File: src/hw/qdu_pkg.sv
// Package for the quad converter update control: frame layout, map, defaults.
// Assumes a single 20 MHz mclk domain; all pins arrive asynchronously.
package qdu_pkg;
  // Serial frame
  localparam int FRAME_W = 24;
  localparam int CNT_W = 5;
  localparam logic [CNT_W-1:0] FRAME_BITS = 5'h18;
  // Frame: read flag, spare bits, address, data word
  typedef struct packed {
    logic rw;
    logic [2:0] spare;
    logic [3:0] addr;
    logic [15:0] data;
  } qdu_frame_t;
  // Address map: command word, then banks of four channels
  localparam logic [3:0] ADDR_CMD = 4'h0;
  localparam logic [1:0] BANK_IN = 2'h1;
  localparam logic [1:0] BANK_ZERO = 2'h2;
  localparam logic [1:0] BANK_GAIN = 2'h3;
  // Command word fields
  localparam int CMD_GAIN_LSB = 0;
  localparam int LATCH_LOAD_CMD_BIT = 6;
  localparam int CMD_RST_BIT = 7;
  // Reset values
  localparam logic [15:0] CODE_RST = 16'h0000;
  localparam logic [3:0] GAIN_BITS_RST = 4'hf;
  localparam logic signed [7:0] GCAL_RST = 8'sh00;
  localparam logic signed [8:0] ZCAL_RST = 9'sh000;
  // Calibration arithmetic
  localparam int ZERO_FRAC = 3;
  localparam int GAIN_SH_BIP = 17;
  localparam int GAIN_SH_UNI = 16;
  localparam int EFF_W = 22;
  // Pin synchroniser lanes
  localparam int PIN_W = 7;
  localparam int P_POLA = 0;
  localparam int P_POLB = 1;
  localparam int P_LDN = 2;
  localparam int P_SDI = 3;
  localparam int P_SCLK = 4;
  localparam int P_CSN = 5;
  localparam int P_RSTN = 6;
  localparam logic [PIN_W-1:0] PIN_RST = 7'h24;
  // One channel's calibration inputs
  typedef struct packed {
    logic [15:0] code;
    logic unipolar;
    logic signed [7:0] gcal;
    logic signed [8:0] zcal;
  } qdu_chan_t;
  typedef logic signed [EFF_W-1:0] qdu_eff_t;
endpackage

File: src/hw/qdu_update_ctrl.sv
// Update control of a quad 16-bit converter: serial frames, double
// buffered codes, calibration codes, gain bits and resets.
// Assumes all pin inputs are asynchronous to mclk and far slower.
// Overview of operation
// - Channels 0,1 group A; 2,3 group B
// - Per-channel gain code, signed -128..127
// - Per-channel zero code, signed -256..255
// - Zero step eighth LSB, gain step one
// - Calibration codes reset to zero
// - Bipolar input read as two's complement
// - Unipolar input read as straight binary
// - Readback returns data in written format
// - Group select pin high unipolar, low bipolar
// - Gain bit one is x4, zero x2
// - Gain bits reset to one
// - Valid frame writes addressed input register
// - Load updates only channels written since last
// - Strobe low: frame also loads latch
// - Strobe high: frame writes input only
// - Strobe fall or load bit loads pending
// - Reset pin clears codes, registers default
// - Serial pins ignored during reset
// - Outputs stay zero until reprogrammed
// - Soft reset bit acts as reset, self-clears
// - Power-on loads reset codes and defaults
// - 24-bit frame, MSB first, commit on rise
// - Short frames discarded
`timescale 1ns/1ps
`default_nettype none
module qdu_update_ctrl (
  input wire logic mclk,
  input wire logic rstn,
  input wire logic dev_rst_n,
  input wire logic cs_n,
  input wire logic sclk,
  input wire logic sdi,
  input wire logic latch_load_strobe_n,
  input wire logic group_a_polarity_select,
  input wire logic group_b_polarity_select,
  output logic [3:0][15:0] latch_code,
  output qdu_pkg::qdu_eff_t [3:0] eff_code,
  output logic [3:0] gain_x4,
  output logic [3:0] chan_unipolar,
  output logic [15:0] rd_data,
  output logic rd_valid,
  output logic in_reset
);
  import qdu_pkg::*;

  // Channel select for one bank, one-hot
  function automatic logic [3:0] qdu_ch_sel(input logic [3:0] addr,
                                            input logic [1:0] bank);
    logic [3:0] sel;
    sel = '0;
    if (addr[3:2] == bank) begin
      sel[addr[1:0]] = 1'b1;
    end
    return sel;
  endfunction

  logic [PIN_W-1:0] pin_raw; // Pins gathered for sync
  logic [PIN_W-1:0] pin_s; // Synchronised pins
  logic sclk_q; // Last sclk level
  logic cs_q; // Last chip select level
  logic ldn_q; // Last strobe level
  logic sclk_fall; // Falling sclk edge
  logic cs_rise; // Chip select release
  logic strobe_fall; // Strobe falling edge
  logic hw_active; // Reset pin held low
  logic sw_rst_reg; // Soft reset bit
  logic soft_clr; // Either reset source
  logic [FRAME_W-1:0] shift_reg; // Serial shift register
  logic [CNT_W-1:0] bit_cnt_reg; // Saturating bit count
  qdu_frame_t frame; // Shift register view
  logic commit; // Complete frame ends
  logic wr; // Write frame commit
  logic rd; // Read frame commit
  logic cmd_wr; // Command word write
  logic [3:0] wr_in; // Input register hits
  logic [3:0] wr_zero; // Zero code hits
  logic [3:0] wr_gain; // Gain code hits
  logic load_evt; // Load pending latches
  logic [3:0] gain_bits_reg; // Per-channel x4 select
  logic [15:0] in_reg [4]; // Input registers
  logic [15:0] latch_reg [4]; // Output latches
  logic [3:0] pend_reg; // Written since last load
  logic signed [8:0] zcal_reg [4]; // Zero codes
  logic signed [7:0] gcal_reg [4]; // Gain codes
  qdu_chan_t [3:0] chan; // Calc inputs

  // Pin synchroniser
  assign pin_raw = {dev_rst_n, cs_n, sclk, sdi, latch_load_strobe_n,
                    group_b_polarity_select, group_a_polarity_select};
  qdu_pin_sync #(.W(PIN_W), .RST_VAL(PIN_RST)) u_sync (
    .mclk(mclk),
    .rstn(rstn),
    .din(pin_raw),
    .dout(pin_s)
  );

  // Edge history of link pins
  always_ff @(posedge mclk or negedge rstn) begin
    if (!rstn) begin
      sclk_q <= PIN_RST[P_SCLK];
      cs_q <= PIN_RST[P_CSN];
      ldn_q <= PIN_RST[P_LDN];
    end else begin
      sclk_q <= pin_s[P_SCLK];
      cs_q <= pin_s[P_CSN];
      ldn_q <= pin_s[P_LDN];
    end
  end

  // Edges and reset sources
  assign sclk_fall = sclk_q & ~pin_s[P_SCLK];
  assign cs_rise = ~cs_q & pin_s[P_CSN];
  assign strobe_fall = ldn_q & ~pin_s[P_LDN];
  assign hw_active = ~pin_s[P_RSTN];
  assign soft_clr = hw_active | sw_rst_reg;

  // Serial shift register and bit counter
  always_ff @(posedge mclk or negedge rstn) begin
    if (!rstn) begin
      shift_reg <= '0;
      bit_cnt_reg <= '0;
    end else if (soft_clr || pin_s[P_CSN]) begin
      // Link blocked in reset or between frames
      bit_cnt_reg <= '0;
    end else if (sclk_fall) begin
      // MSB first; extra bits keep the last 24
      shift_reg <= {shift_reg[FRAME_W-2:0], pin_s[P_SDI]};
      if (bit_cnt_reg != FRAME_BITS) begin
        bit_cnt_reg <= bit_cnt_reg + 1'b1;
      end
    end
  end

  // Frame decode at chip select release
  assign frame = qdu_frame_t'(shift_reg);
  assign commit = cs_rise && bit_cnt_reg == FRAME_BITS && !soft_clr;
  assign wr = commit && !frame.rw;
  assign rd = commit && frame.rw;
  assign cmd_wr = wr && frame.addr == ADDR_CMD;
  assign wr_in = wr ? qdu_ch_sel(frame.addr, BANK_IN) : 4'h0;
  assign wr_zero = wr ? qdu_ch_sel(frame.addr, BANK_ZERO) : 4'h0;
  assign wr_gain = wr ? qdu_ch_sel(frame.addr, BANK_GAIN) : 4'h0;
  assign load_evt = strobe_fall | (cmd_wr & frame.data[LATCH_LOAD_CMD_BIT]);

  // Command word: gain bits and soft reset
  always_ff @(posedge mclk or negedge rstn) begin
    if (!rstn) begin
      gain_bits_reg <= GAIN_BITS_RST;
      sw_rst_reg <= 1'b0;
    end else if (soft_clr) begin
      // Soft reset lasts one cycle then clears
      gain_bits_reg <= GAIN_BITS_RST;
      sw_rst_reg <= 1'b0;
    end else if (cmd_wr) begin
      gain_bits_reg <= frame.data[CMD_GAIN_LSB +: 4];
      sw_rst_reg <= frame.data[CMD_RST_BIT];
    end
  end

  // Calibration codes
  always_ff @(posedge mclk or negedge rstn) begin
    if (!rstn) begin
      for (int c = 0; c < 4; c++) begin
        zcal_reg[c] <= ZCAL_RST;
        gcal_reg[c] <= GCAL_RST;
      end
    end else begin
      for (int c = 0; c < 4; c++) begin
        if (soft_clr) begin
          zcal_reg[c] <= ZCAL_RST;
          gcal_reg[c] <= GCAL_RST;
        end else begin
          // Width fixes the accepted ranges
          if (wr_zero[c]) begin
            zcal_reg[c] <= signed'(frame.data[8:0]);
          end
          if (wr_gain[c]) begin
            gcal_reg[c] <= signed'(frame.data[7:0]);
          end
        end
      end
    end
  end

  // Input registers, latches and pending flags
  always_ff @(posedge mclk or negedge rstn) begin
    if (!rstn) begin
      for (int c = 0; c < 4; c++) begin
        in_reg[c] <= CODE_RST;
        latch_reg[c] <= CODE_RST;
      end
      pend_reg <= '0;
    end else begin
      for (int c = 0; c < 4; c++) begin
        if (soft_clr) begin
          // Zero code is 0V in either mode
          in_reg[c] <= CODE_RST;
          latch_reg[c] <= CODE_RST;
          pend_reg[c] <= 1'b0;
        end else if (wr_in[c]) begin
          in_reg[c] <= frame.data;
          if (!pin_s[P_LDN]) begin
            // Strobe held low: straight through
            latch_reg[c] <= frame.data;
            pend_reg[c] <= 1'b0;
          end else begin
            // Strobe high: wait for a load
            pend_reg[c] <= 1'b1;
          end
        end else if (load_evt && pend_reg[c]) begin
          // Only written channels reload
          latch_reg[c] <= in_reg[c];
          pend_reg[c] <= 1'b0;
        end
      end
    end
  end

  // Readback of the addressed register
  always_ff @(posedge mclk or negedge rstn) begin
    if (!rstn) begin
      rd_data <= '0;
      rd_valid <= 1'b0;
    end else begin
      rd_valid <= rd;
      if (rd) begin
        // Sign extended as written
        if (frame.addr == ADDR_CMD) begin
          rd_data <= {12'h000, gain_bits_reg};
        end else if (frame.addr[3:2] == BANK_IN) begin
          rd_data <= in_reg[frame.addr[1:0]];
        end else if (frame.addr[3:2] == BANK_ZERO) begin
          rd_data <= 16'(zcal_reg[frame.addr[1:0]]);
        end else if (frame.addr[3:2] == BANK_GAIN) begin
          rd_data <= 16'(gcal_reg[frame.addr[1:0]]);
        end else begin
          rd_data <= 16'h0000;
        end
      end
    end
  end

  // Per-channel view for the calibration arithmetic
  always_comb begin
    for (int c = 0; c < 4; c++) begin
      chan[c].code = latch_reg[c];
      chan[c].unipolar = chan_unipolar[c];
      chan[c].gcal = gcal_reg[c];
      chan[c].zcal = zcal_reg[c];
    end
  end

  qdu_cal_calc u_calc (
    .mclk(mclk),
    .rstn(rstn),
    .chan(chan),
    .eff(eff_code)
  );

  // Outputs; group select pins set both channels
  assign chan_unipolar = {pin_s[P_POLB], pin_s[P_POLB],
                          pin_s[P_POLA], pin_s[P_POLA]};
  assign gain_x4 = gain_bits_reg;
  assign in_reset = hw_active;
  always_comb begin
    for (int c = 0; c < 4; c++) begin
      latch_code[c] = latch_reg[c];
    end
  end
endmodule // qdu_update_ctrl
`default_nettype wire

File: src/hw/qdu_pin_sync.sv
// Three-flop synchroniser bank for the asynchronous pins.
// Assumes pins change slowly compared with mclk.
`timescale 1ns/1ps
`default_nettype none
module qdu_pin_sync #(
  parameter int W = 1,
  parameter logic [W-1:0] RST_VAL = '0
) (
  input wire logic mclk,
  input wire logic rstn,
  input wire logic [W-1:0] din,
  output logic [W-1:0] dout
);
  logic [W-1:0] s1_reg; // First stage, read only by s2
  logic [W-1:0] s2_reg; // Second stage
  logic [W-1:0] s3_reg; // Third stage
  // Shift chain
  always_ff @(posedge mclk or negedge rstn) begin
    if (!rstn) begin
      s1_reg <= RST_VAL;
      s2_reg <= RST_VAL;
      s3_reg <= RST_VAL;
    end else begin
      s1_reg <= din;
      s2_reg <= s1_reg;
      s3_reg <= s2_reg;
    end
  end
  // Accept a lane only once stages two and three agree
  always_ff @(posedge mclk or negedge rstn) begin
    if (!rstn) begin
      dout <= RST_VAL;
    end else begin
      for (int i = 0; i < W; i++) begin
        if (s2_reg[i] == s3_reg[i]) begin
          dout[i] <= s3_reg[i];
        end
      end
    end
  end
endmodule // qdu_pin_sync
`default_nettype wire

File: src/hw/qdu_cal_calc.sv
// Per-channel calibrated code from latch, zero and gain codes.
// Result in eighths of an LSB, one cycle after the inputs.
`timescale 1ns/1ps
`default_nettype none
module qdu_cal_calc (
  input wire logic mclk,
  input wire logic rstn,
  input wire qdu_pkg::qdu_chan_t [3:0] chan,
  output qdu_pkg::qdu_eff_t [3:0] eff
);
  import qdu_pkg::*;
  logic signed [16:0] in_ext [4]; // Input code, signed view
  logic signed [20:0] base [4]; // Code plus zero, eighth LSB
  logic signed [28:0] prod [4]; // Base times gain code
  logic signed [28:0] corr [4]; // Gain correction
  // Arithmetic per channel
  always_comb begin
    for (int c = 0; c < 4; c++) begin
      // Straight binary or two's complement
      in_ext[c] = chan[c].unipolar ? signed'({1'b0, chan[c].code}) :
                  signed'({chan[c].code[15], chan[c].code});
      // Widen before the shift so the top code bits survive
      base[c] = (21'(in_ext[c]) <<< ZERO_FRAC) + 21'(chan[c].zcal);
      prod[c] = 29'(base[c]) * 29'(chan[c].gcal);
      corr[c] = chan[c].unipolar ? (prod[c] >>> GAIN_SH_UNI) :
                (prod[c] >>> GAIN_SH_BIP);
    end
  end
  // Registered result
  always_ff @(posedge mclk or negedge rstn) begin
    if (!rstn) begin
      eff <= '0;
    end else begin
      for (int c = 0; c < 4; c++) begin
        eff[c] <= EFF_W'(base[c]) + EFF_W'(corr[c]);
      end
    end
  end
endmodule // qdu_cal_calc
`default_nettype wire

File: config.mk
export PLATFORM = sky130hd
export DESIGN_NAME = qdu_update_ctrl
export DESIGN_NICKNAME = d
export VERILOG_FILES = /design/src/hw/qdu_pkg.sv /design/src/hw/qdu_update_ctrl.sv /design/src/hw/qdu_pin_sync.sv /design/src/hw/qdu_cal_calc.sv
export SDC_FILE = /design/constraint.sdc
export NUM_CORES = 2
export LEC_CHECK = 0
export BUFFER_PORTS_ARGS = -buffer_cell sky130_fd_sc_hd__buf_4
export CAP_MARGIN = 30
export CORE_MARGIN = 2
export CORE_UTILIZATION = 55
export CTS_BUF_LIST = sky130_fd_sc_hd__clkbuf_8 sky130_fd_sc_hd__clkbuf_16
export CTS_CLUSTER_DIAMETER = 120
export DETAILED_ROUTE_END_ITERATION = 16
export HOLD_SLACK_MARGIN = 0.08
export PLACE_DENSITY = 0.75
export SLEW_MARGIN = 20
export SYNTH_ARGS = -nofsm -noshare
export SYNTH_HDL_FRONTEND = slang
export SYNTH_HIERARCHICAL = 1
export SYNTH_SLANG_ARGS = --single-unit
File: constraint.sdc
create_clock -name mclk -period 9.6 [get_ports mclk]
set_input_delay 1.92 -clock mclk [delete_from_list [all_inputs] [get_ports mclk]]
set_output_delay 1.92 -clock mclk [all_outputs]
set_load 0.05 [all_outputs]
After elaboration in Yosys (flattened, before gate mapping)
Cells that the tools add are included.
- bits of input ports: 9
- logic and storage cells: 212
- flip-flop bits (word level): 370
- add/subtract/negate cells: 9
- $mul: 4
- bitwise logic cells: 12
- reductions and logical operators: 39
- muxes and demuxes: 86
- $lt $le $gt $ge: 3
- equal/unequal tests: 16
- operators by type and width (kind ; count):
    2-to-1 mux 16 bit ; 27
    multiplier 21 x 8 -> 29 bit ; 4
    2-to-1 mux 9 bit ; 10
    adder 21 x 13 -> 22 bit ; 4
    adder 20 x 9 -> 21 bit ; 4
    2-to-1 mux 8 bit ; 10
    2-to-1 mux 17 bit ; 4
    2-to-1 mux 12 bit ; 4
    binary-select mux 16 bit (select 2 bit) ; 1
    2-to-1 mux 4 bit ; 8
    nonzero test 2 bit ; 15
    binary-select mux 9 bit (select 2 bit) ; 1
    binary-select mux 8 bit (select 2 bit) ; 1
    2-to-1 mux 1 bit ; 16
    2-to-1 mux 5 bit ; 3
    != test 3 bit (second input constant) ; 4
    AND reduction 2 bit ; 6
    nonzero test 3 bit ; 4
    logical AND 1 bit ; 10
    == test 1 bit ; 7
    adder 5 x 1 -> 5 bit (second input constant) ; 1
    == test 5 bit (second input constant) ; 1
    != test 5 bit (second input constant) ; 1
    inverter 1 bit ; 5
    12 further kinds ; 18

Depth between registers and ports, before layout
- depth after elaboration: 12
- gate-level depth with buffers: 44
- depth with buffers taken out: 43

Hierarchy
The synthesis kept the hierarchy.
- modules (own cells, without submodules) (module ; seq. area each (um2) ; instances ; area each (um2) ; cells each):
    qdu_cal_calc ; 2202.1 ; 1 ; 31654.1 ; 3640
    qdu_update_ctrl ; 6363.6 ; 1 ; 12107.9 ; 1103
    qdu_pin_sync ; 710.7 ; 1 ; 789.5 ; 35

Worst setup path after synthesis
No wires, ideal clock.
- path type: reg-to-reg
- start: reg zcal_reg (netlist bit chan[37])
- end: reg u_calc/eff[42] in the netlist's numbering
- slack: 0.574 ns
- cell stages (with the launch flop): 39
- data required time: 9.484 ns
- arrival time: 8.911 ns
- clock period less this slack: 9.026 ns
- buffers on the path: 0
- setup time: 0.116 ns
- cell sequence: dfrtp_1 > ha_1 > fa_1 > a21o_1 > a21oi_1 > o21bai_1 > a21oi_1 > o21ai_0 > a21oi_1 > o21ai_0 > and2_1 > xnor2_1 > nor2b_1 > fa_1 > fa_1 > fa_1 > inv_1 > fa_1 > (+3 left out) > a21o_1 > a211oi_1 > a211oi_1 > o311a_1 > o21a_1 > o21a_1 > nor2_1 > xnor2_1 > mux2_2 > ha_1 > or2_2 > a21oi_1 > a21oi_1 > o2111ai_1 > nand3_1 > or4_1 > a21o_1 > o311ai_0
- cells in the longest elaborated chain, start to end: 4
- RTL lines (item ; RTL line ; source):
    start: declaration ; qdu_update_ctrl.sv:87 ; logic signed [8:0] zcal_reg [4];
    start signal: indexed assignment ; qdu_update_ctrl.sv:179 ; zcal_reg[c] <= signed'(frame.data[8:0]);
    adder 20 x 9 -> 21 bit (*) ; qdu_cal_calc.sv:23 ; base[c] = (21'(in_ext[c]) <<< ZERO_FRAC) + 21'(chan[c].zcal);
    multiplier 21 x 8 -> 29 bit ; qdu_cal_calc.sv:24 ; prod[c] = 29'(base[c]) * 29'(chan[c].gcal);
    2-to-1 mux 12 bit ; qdu_cal_calc.sv:25 ; corr[c] = chan[c].unipolar ? (prod[c] >>> GAIN_SH_UNI) :
    adder 21 x 13 -> 22 bit (*) ; qdu_cal_calc.sv:35 ; eff[c] <= EFF_W'(base[c]) + EFF_W'(corr[c]);
    end signal: indexed assignment ; qdu_cal_calc.sv:35 ;
    end: declaration ; qdu_cal_calc.sv:9 ; output qdu_pkg::qdu_eff_t [3:0] eff
Every way passes the cells marked *; elsewhere a longest branch is shown, timed or not.
A chain may end at the register's enable or synchronous reset.

Final worst setup path
Ends and elaborated chain as after synthesis.

==> results by group <==
Timing
  • Hold Violations, Final: 0
  • Hold slack final: 0.346 ns
  • Final min period: 9.32 ns
  • Max Slew Vio Count: 0
  • Worst Max-Slew Pin Slew: 1.06 ns
  • Slew headroom: 29.3%
  • Setup TNS: 0 ns
  • Final setup violation count: 0
  • Clock skew: 0.0361 ns
  • Final WS setup: 0.281 ns
  • FMAX: 107 MHz
  • Final period utilization: 97.1%

Layout
  • Antenna cells: 0
  • Finished Core Util: 60.9%
  • Largest Register: u_calc/eff
  • Largest register FFs: 88
  • Layout area overhead: 9.89%
  • Layout cells sized above 1: 12.7%
  • Final layout net count: 5,806

Clock tree
  • Clk sinks: 370
  • Clk root buf: clkbuf_16
  • Inserted Clock Buffers: 46
  • Clock Latency Late Sink: ~0.63 ns
  • Clock Pin Slew Worst Setup and Hold Paths: 0.06 ns
  • CTS tree: yes
  • H-tree depth: 2
  • Clk buf depth: 3

Critical path
  • Startpoint Class: flop
  • Slowest cell delay on critical path: 0.51 ns
  • Worst path slowest cell: fa_1
  • Reg2reg start: chan[37]$_DFFE_PN0P_
  • Critical path's top delay family: compound AO/OA/AOI/OAI gates
  • Critical path capture point type: flop
  • Crit path launch: chan[37]$_DFFE_PN0P_
  • CP Buf/Inv Count: 3
  • Setup CP Type: reg -> reg
  • WP data required: 10.03 ns
  • Critical Path Fanout Max: 8
  • WP data arrival: 9.75 ns

Place
  • GPL Wtd Cong: 0.938
  • Port Buffers: 186
  • Pre-CTS setup slack: -0.0525 ns
  • Detailed Place HPWL: 91,100 um

Power and ir drop
  • Pwr Density: 78.1 nW/um^2
  • Worst vdd ir: approximately 0.14 mV
  • Total Power: approximately 3.8 mW
  • Leakage: 25.6 nW

Global routing
  • Total grt overflow: 0
  • Total GRT Usage: about 30%
  • First-pass GRT wire length: 191,000 um
  • Initial antenna violation count: 6
  • Largest net degree at the start of global routing: 153
  • Vias in the first global route: 35,000

Die
  • Core Region: 80,400 sq um
  • DIE WIDTH: 289 um
  • Rows: around 100
  • Die height: 289 um
  • Die area: between 80,000 and 90,000 sq um
  • Starting Density: 55.4%
  • Top-level I/O count: 187

Yosys
  • Distinct cells, synth: 116
  • Seq/Total Area, Yosys: 20.8%
  • Main synth FF type: dfrtp_1
  • Synth Cell Area: 44,600 sq um
  • Yosys reg bits: 370
  • Syn_nets: approximately 5,700
  • Syn Area/Cell: 9.32 sq um
  • Synthesized instance count: roughly 4,800
  • Post-synth EDFFs: 0
  • Ys Warns: 6
  • Post-synth ARST share: 100%

Detailed routing
  • Pre-Repair DR Iteration Count: 6
  • Routed vias: between 30,000 and 40,000
  • Antenna Nets Post-Route: 0
  • DRC: 0
  • Initial DRC count: 2,901
  • DRT Wirelength: between 100,000 and 150,000 um
  • Wire per inst: 20.3 um
  • Vias per inst: approximately 5.8

Flow run
  • Max-Cap Viols: 0

Run status
  • Outcome: complete, no violations

Min path
  • Hold WC Path Type: reg -> reg
  • Worst min-delay path startpoint: u_sync/s1_reg[1]$_DFF_PN0_
[path summary, 6_finish.rpt]
kind / to / slack [ns] / cells after the start
min: u_sync/s2_reg[1]$_DFF_PN0_ / 0.35 / 0
min reg2reg: u_sync/s2_reg[1]$_DFF_PN0_ / 0.35 / 0
min in group asynchronous: u_calc/eff[28]$_DFF_PN0_ / 1.25 / 1
max reg2reg: u_calc/eff[42]$_DFF_PN0_ / 0.28 / 39
max in group asynchronous: u_sync/dout[1]$_DFFE_PN0N_ / 6.89 / 2
max: u_calc/eff[42]$_DFF_PN0_ / 0.28 / 39
[cells in the final DEF (no fill, tap or decap), types with 21 or more instances in the layout]
cell / synthesis / routed
dfrtp_1: 356 / 352
nor3_1: 77 / 76
nand2_1: 416 / 416
nand3_1: 52 / 52
fa_1: 520 / 520
a221o_1: 48 / 48
o21a_1: 28 / 28
xor2_1: 34 / 34
inv_1: 709 / 710
clkbuf_16: 0 / 46
xnor2_1: 152 / 143
and2_1: 449 / 448
nor2b_1: 60 / 59
mux4_2: 33 / 33
mux2_2: 36 / 36
nand2b_1: 38 / 37
o21ai_0: 110 / 104
a21o_1: 54 / 53
mux2i_1: 60 / 60
a211oi_1: 25 / 21
nor2_1: 316 / 315
buf_4: 71 / 294
a21oi_1: 239 / 229
and3_1: 32 / 32
ha_1: 374 / 370
[layer usage]
layer | routed length [um] | vias to the layer above | part of all wire, % | GRT usage [%]
met4 | 6840 | 6 | 5.6 | 14.7
met3 | 9570 | 351 | 7.9 | 5.46
met5 | 37 | - | 0.030 | 0
li1 | - | 15700 | - | -
met1 | 49200 | 17200 | 40 | 38.7
met2 | 56000 | 1358 | 46 | 47.0
[through the flow]
step / cell area (sq um) / std cells
after floorplan: 44600 / 4778
after global placement: 46800 / 5891
after detailed placement: 46800 / 5894
after CTS: 48500 / 5979
after global routing: 49000 / 6000
final: 49000 / 6000
[cell families (layout without fill, tap and decap cells)]
| logic type | Yosys count | count (layout) | share of synthesized area (%) |
|---|---|---|---|
| buffers and inverters | 944 | 1106 | 8.82 |
| xor gates and xnor gates | 188 | 188 | 3.75 |
| muxes | 139 | 139 | 4.26 |
| AOI/OAI and AO/OA | 687 | 687 | 10.5 |
| adders and majority gates | 901 | 901 | 34.0 |
| and+or+nand+nor | 1549 | 1549 | 17.8 |
| DFF | 370 | 370 | 20.8 |
[worst register-to-register path, delay by kind of cell, from the launching register on]
kind / cells / cell delay [ns]
muxes: 1 / 0.28
and+or+nand+nor: 6 / 1.25
DFF: 1 / 0.42
AOI/OAI and AO/OA: 19 / 3.36
buffers and inverters: 3 / 0.32
xor gates and xnor gates: 2 / 0.38
adders and majority gates: 8 / 3.15
[power breakdown]
part           total [mW]  internal, mW  switching, mW
clock                1.87          1.10          0.770
sequential           1.66          1.59         0.0636
combinational       0.304        0.0855          0.218
total                3.83          2.77           1.05
[synth_stat cells (18+ instances only)]
master | instances | area share, %
a211oi_1 | 25 | 0.42
a21o_1 | 54 | 0.91
a21oi_1 | 239 | 2.7
a221o_1 | 48 | 1.1
a31oi_1 | 19 | 0.27
and2_1 | 449 | 6.3
and3_1 | 32 | 0.45
buf_2 | 20 | 0.22
buf_4 | 71 | 1.2
clkbuf_1 | 119 | 1.0
dfrtp_1 | 356 | 20
fa_1 | 520 | 23
ha_1 | 374 | 11
inv_1 | 709 | 6.0
mux2_2 | 36 | 0.91
mux2i_1 | 60 | 1.3
mux4_2 | 33 | 1.7
nand2_1 | 416 | 3.5
nand2b_1 | 38 | 0.53
nand3_1 | 52 | 0.58
nor2_1 | 316 | 2.7
nor2b_1 | 60 | 0.84
nor3_1 | 77 | 0.86
o21a_1 | 28 | 0.47
o21ai_0 | 110 | 1.2
o21bai_1 | 18 | 0.30
or2_2 | 20 | 0.28
xnor2_1 | 152 | 3.0
xor2_1 | 34 | 0.67
[what timing repair did]
| item | CTS | global route |
|---|---|---|
| gates cloned | 0 | 0 |
| setup buffers | 0 | 13 |
| hold buffers | 0 | 0 |
| pin swaps | 1 | 19 |
| gates resized for setup | 4 | 56 |
| setup endpoints to repair | 3 | 25 |
[final cells by class]
cell class | count | area, sq um
clock buffers | 58 | 1320
clock inverters | 27 | 324
fillers | 6748 | 31500
inverters | 715 | 2680
multi-input cells | 3464 | 31600
flip-flops and latches | 370 | 9280
well taps | 1060 | 1330
repair buffers | 306 | 2390
(Power assumes the default switching activity.)
